[src/uotg_defs.vh]
// Register offsets, field positions, reset values and timing counts.
`ifndef UOTG_DEFS_VH
`define UOTG_DEFS_VH
// Register word offsets on the plain register port.
`define UOTG_ADDR_W 4
`define UOTG_OFS_STATUS 4'h0
`define UOTG_OFS_CONTROL 4'h1
`define UOTG_OFS_POWER 4'h2
`define UOTG_OFS_CONFIG2 4'h3
`define UOTG_OFS_OTG_IRQ 4'h4
`define UOTG_OFS_USB_IRQ 4'h5
`define UOTG_OFS_BDT_PAGE 4'h6
`define UOTG_OFS_FRAME_LO 4'h7
`define UOTG_OFS_FRAME_HI 4'h8
`define UOTG_OFS_PWM_RRS 4'h9
`define UOTG_OFS_PWM_CON 4'hA
// Status register fields.
`define UOTG_ST_ID 7
`define UOTG_ST_LSTABLE 5
`define UOTG_ST_SESS_VALID 3
`define UOTG_ST_SESS_END 2
`define UOTG_ST_VBUS_VALID 0
// Control register fields.
`define UOTG_CT_DP_PULLUP 7
`define UOTG_CT_DM_PULLUP 6
`define UOTG_CT_DP_PULLDN 5
`define UOTG_CT_DM_PULLDN 4
`define UOTG_CT_VBUS_ON 3
`define UOTG_CT_OTG_EN 2
`define UOTG_CT_VBUS_CHG 1
`define UOTG_CT_VBUS_DIS 0
// Configuration register 2 fields.
`define UOTG_CF_CMP_SEL 5
`define UOTG_CF_VBUS_PULSE 4
`define UOTG_CF_CMP_DIS 1
// Interrupt flag fields.
`define UOTG_OI_SESS_VALID 3
`define UOTG_OI_SESS_END 2
`define UOTG_UI_ATTACH 6
`define UOTG_UI_BUS_RESET 0
// Power control writable bits and reset values.
`define UOTG_PWR_MASK 8'h93
`define UOTG_RST_BYTE 8'h00
`define UOTG_RST_WORD 16'h0000
// Timing: clock rate and stable-time for the line state.
`define UOTG_CLK_HZ 100000000
`define UOTG_LSTABLE_US 1000
`define UOTG_LSTABLE_CYC ((`UOTG_CLK_HZ / 1000000) * `UOTG_LSTABLE_US)
`endif

[src/uotg_session_ctl.v]
// OTG session and role control: comparator inputs, status, control regs.
//
// Decided for this implementation: the plain strobed port and the register addresses.
`include "uotg_defs.vh"

module uotg_session_ctl (
    input wire clk,
    input wire sys_rst,
    input wire [3:0] reg_addr,
    input wire [15:0] reg_wdata,
    input wire reg_wr,
    input wire reg_rd,
    output reg [15:0] reg_rdata,
    input wire int_vbus_valid,
    input wire int_session_valid,
    input wire int_session_end,
    input wire comparator_status_1,
    input wire comparator_status_2,
    input wire ext_vbus_valid_in,
    input wire ext_session_valid_in,
    input wire ext_session_end_in,
    input wire id_pin,
    input wire line_se0,
    input wire line_jstate,
    input wire attach_event,
    input wire bus_reset_event,
    output reg dplus_pullup_en,
    output reg dminus_pullup_en,
    output reg dplus_pulldown_en,
    output reg dminus_pulldown_en,
    output reg vbus_power_on,
    output reg otg_features_en,
    output reg vbus_charge_select,
    output reg vbus_discharge_en,
    output reg vbus_pulse_en,
    output reg internal_comparator_disable
);

////////////////////////////////////////////////////////////////////////////
// Three-stage synchronisers for every asynchronous input.

localparam NSYNC = 12;
wire [NSYNC-1:0] async_in;
reg [NSYNC-1:0] sync_a;
reg [NSYNC-1:0] sync_b;
reg [NSYNC-1:0] sync_c;
reg [NSYNC-1:0] stable;

assign async_in = {bus_reset_event, attach_event, line_jstate, line_se0,
    id_pin, ext_session_end_in, ext_session_valid_in, ext_vbus_valid_in,
    comparator_status_2, comparator_status_1, int_session_end,
    int_session_valid};

// A change is accepted only when the second and third stage agree.
// Status input synchronising.
always @(posedge clk) begin
    if (sys_rst) begin
        sync_a <= {NSYNC{1'b0}};
        sync_b <= {NSYNC{1'b0}};
        sync_c <= {NSYNC{1'b0}};
        stable <= {NSYNC{1'b0}};
    end else begin
        sync_a <= async_in;
        sync_b <= sync_a;
        sync_c <= sync_b;
        stable <= (sync_b & sync_c) | (stable & (sync_b | sync_c));
    end
end

// Internal VBUS-valid comparator runs through its own synchroniser.
reg vv_a;
reg vv_b;
reg vv_c;
reg vv_s;
always @(posedge clk) begin
    if (sys_rst) begin
        vv_a <= 1'b0;
        vv_b <= 1'b0;
        vv_c <= 1'b0;
        vv_s <= 1'b0;
    end else begin
        vv_a <= int_vbus_valid;
        vv_b <= vv_a;
        vv_c <= vv_b;
        vv_s <= (vv_b & vv_c) | (vv_s & (vv_b | vv_c));
    end
end

wire s_int_sv = stable[0];
wire s_int_se = stable[1];
wire s_cst1 = stable[2];
wire s_cst2 = stable[3];
wire s_ext_vv = stable[4];
wire s_ext_sv = stable[5];
wire s_ext_se = stable[6];
wire s_id = stable[7];
wire s_se0 = stable[8];
wire s_jst = stable[9];
wire s_attach = stable[10];
wire s_busrst = stable[11];

////////////////////////////////////////////////////////////////////////////
// Comparator source selection.

reg cmp_select;
reg cmp_vbus_valid;
reg cmp_sess_valid;
reg cmp_sess_end;

// Internal, two-pin or three-pin decode.
// Two-pin mode only gives bands, so each flag is derived from the band.
always @* begin
    if (!internal_comparator_disable) begin
        cmp_vbus_valid = vv_s;
        cmp_sess_valid = s_int_sv;
        cmp_sess_end = s_int_se;
    end else if (!cmp_select) begin
        cmp_vbus_valid = s_cst1 & s_cst2;
        cmp_sess_valid = s_cst2;
        cmp_sess_end = ~s_cst1 & ~s_cst2;
    end else begin
        cmp_vbus_valid = s_ext_vv;
        cmp_sess_valid = s_ext_sv | s_ext_vv;
        cmp_sess_end = s_ext_se;
    end
end

////////////////////////////////////////////////////////////////////////////
// Line-state stability timer.

reg [1:0] last_line;
reg [16:0] line_cnt;
reg line_stable;
wire [1:0] cur_line = {s_se0, s_jst};

// Any change of the SE0/J pair restarts the 1 ms window.
// Line stable timer.
always @(posedge clk) begin
    if (sys_rst) begin
        last_line <= 2'h0;
        line_cnt <= 17'h00000;
        line_stable <= 1'b0;
    end else if (cur_line != last_line) begin
        last_line <= cur_line;
        line_cnt <= 17'h00000;
        line_stable <= 1'b0;
    end else if (line_cnt == `UOTG_LSTABLE_CYC - 1) begin
        line_stable <= 1'b1;
    end else begin
        line_cnt <= line_cnt + 17'h00001;
    end
end

////////////////////////////////////////////////////////////////////////////
// Sticky event flags; a new event wins over a software clear.

reg [7:0] otg_irq_register;
reg [7:0] usb_irq_register;
reg prev_sv;
reg prev_attach;
reg prev_busrst;
wire sv_fall = prev_sv & ~cmp_sess_valid;
wire sv_rise = ~prev_sv & cmp_sess_valid;
wire attach_rise = s_attach & ~prev_attach;
wire busrst_rise = s_busrst & ~prev_busrst;
wire wr_oirq = reg_wr && reg_addr == `UOTG_OFS_OTG_IRQ;
wire wr_uirq = reg_wr && reg_addr == `UOTG_OFS_USB_IRQ;
reg [7:0] next_oirq;
reg [7:0] next_uirq;

// Flags are cleared by writing a one to them.
always @* begin
    next_oirq = otg_irq_register;
    next_uirq = usb_irq_register;
    if (wr_oirq) begin
        next_oirq = next_oirq & ~reg_wdata[7:0];
    end
    if (wr_uirq) begin
        next_uirq = next_uirq & ~reg_wdata[7:0];
    end
    if (sv_fall) begin
        next_oirq[`UOTG_OI_SESS_END] = 1'b1;
    end
    if (sv_rise) begin
        next_oirq[`UOTG_OI_SESS_VALID] = 1'b1;
    end
    if (attach_rise) begin
        next_uirq[`UOTG_UI_ATTACH] = 1'b1;
    end
    if (busrst_rise) begin
        next_uirq[`UOTG_UI_BUS_RESET] = 1'b1;
    end
end

always @(posedge clk) begin
    if (sys_rst) begin
        otg_irq_register <= `UOTG_RST_BYTE;
        usb_irq_register <= `UOTG_RST_BYTE;
        prev_sv <= 1'b0;
        prev_attach <= 1'b0;
        prev_busrst <= 1'b0;
    end else begin
        otg_irq_register <= next_oirq;
        usb_irq_register <= next_uirq;
        prev_sv <= cmp_sess_valid;
        prev_attach <= s_attach;
        prev_busrst <= s_busrst;
    end
end

////////////////////////////////////////////////////////////////////////////
// Control and value registers written by software.

reg [7:0] power_ctl;
reg [7:0] descriptor_table_page;
reg [7:0] frame_count_low;
reg [2:0] frame_count_high;
reg [15:0] booster_duty_period;
reg [15:0] booster_pwm_control;

// Pull-ups, discharge, VBUS power and pulse follow software; HNP, SRP
// and reconnect sequencing are software driven through these bits.
// Control, configuration and value register writes.
always @(posedge clk) begin
    if (sys_rst) begin
        dplus_pullup_en <= 1'b0;
        dminus_pullup_en <= 1'b0;
        dplus_pulldown_en <= 1'b0;
        dminus_pulldown_en <= 1'b0;
        vbus_power_on <= 1'b0;
        otg_features_en <= 1'b0;
        vbus_charge_select <= 1'b0;
        vbus_discharge_en <= 1'b0;
        vbus_pulse_en <= 1'b0;
        internal_comparator_disable <= 1'b0;
        cmp_select <= 1'b0;
        power_ctl <= `UOTG_RST_BYTE;
        descriptor_table_page <= `UOTG_RST_BYTE;
        frame_count_low <= `UOTG_RST_BYTE;
        frame_count_high <= 3'h0;
        booster_duty_period <= `UOTG_RST_WORD;
        booster_pwm_control <= `UOTG_RST_WORD;
    end else if (reg_wr) begin
        case (reg_addr)
            `UOTG_OFS_CONTROL: begin
                dplus_pullup_en <= reg_wdata[`UOTG_CT_DP_PULLUP];
                dminus_pullup_en <= reg_wdata[`UOTG_CT_DM_PULLUP];
                dplus_pulldown_en <= reg_wdata[`UOTG_CT_DP_PULLDN];
                dminus_pulldown_en <= reg_wdata[`UOTG_CT_DM_PULLDN];
                vbus_power_on <= reg_wdata[`UOTG_CT_VBUS_ON];
                otg_features_en <= reg_wdata[`UOTG_CT_OTG_EN];
                vbus_charge_select <= reg_wdata[`UOTG_CT_VBUS_CHG];
                vbus_discharge_en <= reg_wdata[`UOTG_CT_VBUS_DIS];
            end
            `UOTG_OFS_CONFIG2: begin
                cmp_select <= reg_wdata[`UOTG_CF_CMP_SEL];
                vbus_pulse_en <= reg_wdata[`UOTG_CF_VBUS_PULSE];
                internal_comparator_disable <= reg_wdata[`UOTG_CF_CMP_DIS];
            end
            `UOTG_OFS_POWER: begin
                power_ctl <= reg_wdata[7:0] & `UOTG_PWR_MASK;
            end
            `UOTG_OFS_BDT_PAGE: begin
                descriptor_table_page <= {reg_wdata[7:1], 1'b0};
            end
            `UOTG_OFS_FRAME_LO: begin
                frame_count_low <= reg_wdata[7:0];
            end
            `UOTG_OFS_FRAME_HI: begin
                frame_count_high <= reg_wdata[2:0];
            end
            `UOTG_OFS_PWM_RRS: begin
                booster_duty_period <= reg_wdata;
            end
            `UOTG_OFS_PWM_CON: begin
                booster_pwm_control <= reg_wdata;
            end
            default: begin
            end
        endcase
    end
end

////////////////////////////////////////////////////////////////////////////
// Read path; data stand in the cycle after the read strobe only.

reg [7:0] status_byte;
reg [15:0] next_rdata;

always @* begin
    status_byte = 8'h00;
    status_byte[`UOTG_ST_ID] = s_id;
    status_byte[`UOTG_ST_LSTABLE] = line_stable;
    status_byte[`UOTG_ST_SESS_VALID] = cmp_sess_valid;
    status_byte[`UOTG_ST_SESS_END] = cmp_sess_end;
    status_byte[`UOTG_ST_VBUS_VALID] = cmp_vbus_valid;
end

always @* begin
    next_rdata = 16'h0000;
    case (reg_addr)
        `UOTG_OFS_STATUS: next_rdata = {8'h00, status_byte};
        `UOTG_OFS_CONTROL: next_rdata = {8'h00, dplus_pullup_en,
            dminus_pullup_en, dplus_pulldown_en, dminus_pulldown_en,
            vbus_power_on, otg_features_en, vbus_charge_select,
            vbus_discharge_en};
        `UOTG_OFS_POWER: next_rdata = {8'h00, power_ctl};
        `UOTG_OFS_CONFIG2: next_rdata = {10'h000, cmp_select,
            vbus_pulse_en, 2'h0, internal_comparator_disable, 1'b0};
        `UOTG_OFS_OTG_IRQ: next_rdata = {8'h00, otg_irq_register};
        `UOTG_OFS_USB_IRQ: next_rdata = {8'h00, usb_irq_register};
        `UOTG_OFS_BDT_PAGE: next_rdata = {8'h00, descriptor_table_page};
        `UOTG_OFS_FRAME_LO: next_rdata = {8'h00, frame_count_low};
        `UOTG_OFS_FRAME_HI: next_rdata = {13'h0000, frame_count_high};
        `UOTG_OFS_PWM_RRS: next_rdata = booster_duty_period;
        `UOTG_OFS_PWM_CON: next_rdata = booster_pwm_control;
        default: next_rdata = 16'h0000;
    endcase
end

always @(posedge clk) begin
    if (sys_rst) begin
        reg_rdata <= 16'h0000;
    end else if (reg_rd) begin
        reg_rdata <= next_rdata;
    end else begin
        reg_rdata <= 16'h0000;
    end
end

endmodule // uotg_session_ctl

[config.mk]
export PLATFORM = sky130hd
export DESIGN_NAME = uotg_session_ctl
export DESIGN_NICKNAME = d
export VERILOG_FILES = /design/src/uotg_session_ctl.v
export VERILOG_INCLUDE_DIRS = /design/src
export SDC_FILE = /design/constraint.sdc
export NUM_CORES = 1
export LEC_CHECK = 0
export CORE_MARGIN = 2
export CORE_UTILIZATION = 35
export CTS_BUF_LIST = sky130_fd_sc_hd__clkbuf_16
export CTS_CLUSTER_SIZE = 10
export DETAILED_ROUTE_END_ITERATION = 16
export DONT_BUFFER_PORTS = 1
export SLEW_MARGIN = 0
export SYNTH_ARGS = -nofsm -noshare
export SYNTH_HDL_FRONTEND = slang
export SYNTH_SLANG_ARGS = --single-unit
[constraint.sdc]
create_clock -name clk -period 5.1 [get_ports clk]
set_input_delay 1.02 -clock clk [delete_from_list [all_inputs] [get_ports clk]]
set_output_delay 1.02 -clock clk [all_outputs]
set_load 0.03 [all_outputs]
==> results.md <==
* Vias in the first global route at 4474
* Layout area overhead at 11.0%
* Setup ws final at 2910 ps
* Max cap viols at 0
* Clk_skew at 10.6 ps
* Fmax at 0.456 GHz
* Area leader, netlist: dfxtp_1
* Pre-CTS setup slack at 2590 ps
* Final setup fails at 0
* Die area at 19900 um^2
* First-pass DRT Iterations at 5
* Mapped Nets at 765
* Post-synthesis register bit count at 172
* Critical path capture point type: output pin
* Placed instance count at 913
* Startpoint types: flip-flop
* CORE AREA at 18600 um^2
* Clock Path Buffers at 2
* Tmin final at 2190 ps
* P_leak at 2.58 nW
* Hold Vio Cnt, Final at 0
* Peak VDD IR at 0.212 mV
* Netlist Area Pre-Place at 6590 um^2
* Post-Place Cell Area at 6690 um^2
* Most common cell after layout, fill and taps aside: dfxtp_1
* Final Slew Violations at 0
* FP Rows at 50
* Antenna violations before repair at 0
* Filler instances at 1835
* Ys flop type: dfxtp_1
* Final instance area at 7320 um^2
* Post-route ant nets at 0
* Async S/R FF share, synth at 0
* CTS sink count at 172
* Syn Area/Cell at 9.07 um^2
* Initial Utilization at 0.355
* Routability cong. at 0.823
* Core Util, Final at 0.394
* Synth Instances at 727
* Cell Count, Final, Fillers Out at 945
* Global-route wire length before repair at 24.8 mm
* Via density per instance at 5.20
* Slew @ Worst Pin at 822 ps
* CP required at 4080 ps
* Ant diodes at 0
* Pin count of the biggest net entering global routing at 142
* Die W at 141 um
* Setup Buffers After CTS at 0
* FF+latch area at 3440 um^2
* TritonCTS Buffers at 17
* CP max FO at 9
* Final HPWL DP at 10.1 mm
* Routed wire length per instance at 16.3 um
* Number of flops mapped to enable cells by yosys at 0
* Post_cts resized at 0
* Final Routed Wirelength at 15.4 mm
* Die Height at 141 um
* IO buf count at 0
* Clock latency on the worst-skew pair at 430 ps
* Share of cells above drive strength 1 at 0.0661
* # DRC at 0
* CP arrival at 1170 ps
* Synth top area cells: dfxtp_1, nand2_1, a21oi_1
* Clock edge transition at the registers on the reported setup and hold paths at 70 ps
* Power consumption at 2.78 mW
* CTS tree: done
* Area of the multi-input gates at 2930 um^2
* CTS H-tree depth at 4
* Worst hold path type: reg -> reg
* Fin Hold WS at 439 ps
* TNS Setup at 0 ps
* Post-synth cell types at 53
* Worst slew margin at 0.448
* Nets@finish at 736
* RSZ-0062 raised after global routing: false
* Vias at 4912
* GRT overflow at 0
* GRT Overall Usage at 0.158
* Register area share after synthesis at 0.522
* Top-area cell type share of the netlist area at 0.522
* Fin crit share at 0.430
* Initial DRC count at 481
* Ports at 63
* Status: completed
* Most frequent cells in the layout: dfxtp_1, nand2_1, a21oi_1, nor2_1, nor2b_1
* Yosys warns at 0
* PwrDens at 380 nW/um^2
* Kind of critical path: reg -> out
* Clk root buf: clkbuf_16
* Number of hold buffers added after CTS at 0
## flip-flops by register name, summed over array words and instances (netlist names), 2 cells and up
signal / flops
sync_a: 12
power_ctl: 4
last_line: 2
booster_duty_period: 16
line_cnt: 17
stable: 12
otg_irq_register: 8
descriptor_table_page: 7
booster_pwm_control: 16
frame_count_high: 3
usb_irq_register: 8
sync_c: 12
frame_count_low: 8
reg_rdata: 16
sync_b: 12
## cells in the mapped netlist (all sizes together) (2+ instances only)
master   number
mux2          5
mux2i        33
nand3b        5
and4          2
or3b          2
o21ai        29
o2bb2ai       2
or2           2
nand2       102
clkbuf       37
nand4         5
buf          11
nor2b        54
a222oi        3
and4bb        3
xor2          5
a221oi        3
a22oi        11
dfxtp       172
a22o          7
a211oi        2
and2          7
nor2         55
or3           8
nand2b       16
nand3        14
a32o          2
a32oi         3
xnor2         5
o2111ai       2
and3b         3
a31oi         9
nor3          9
and3          3
a21oi        76
inv           5
nor4          2
## worst paths after layout
kind | slack (ps) | cells past startpoint | from | to
hold / removal | 440 | 1 | sync_a[6]$_SDFF_PP0_ | sync_b[6]$_SDFF_PP0_
hold reg to reg | 440 | 1 | sync_a[6]$_SDFF_PP0_ | sync_b[6]$_SDFF_PP0_
setup reg to reg | 3330 | 4 | line_cnt[5]$_SDFFE_PP0P_ | line_cnt[13]$_SDFFE_PP0P_
setup / recovery | 2910 | 0 | internal_comparator_disable$_SDFFE_PP0P_ | internal_comparator_disable
## layout make-up
cell class,instances,area share
inverters,5,0.00257
multi-input cells,502,0.401
clock inverters,15,0.0275
clock buffers,17,0.0581
flip-flops and latches,172,0.471
well taps,234,0.0400
## where the power goes
part	switching [mW]	internal (mW)	leakage [nW]	total, mW
Sequential	0.0149	1.36	1.39	1.38
Combinational	0.0359	0.0284	0.879	0.0643
Clock	0.657	0.680	0.303	1.34
Total	0.708	2.07	2.58	2.78
## logic make-up after synthesis
logic type                 count (synthesis)  share of synthesized area
adders and majority gates                  1                    0.00190
muxes                                     39                     0.0621
xor gates and xnor gates                  10                     0.0133
DFF                                      172                      0.522
and+or+nand+nor                          294                      0.223
buffers and inverters                     53                     0.0325
AOI/OAI and AO/OA                        158                      0.144
## metal layers
metal	track usage	share of wire
met1	0.218	0.48
met2	0.234	0.45
met3	0.0520	0.059
met4	0.0489	0.011
met5	0	0
(Power assumes the default switching activity.)
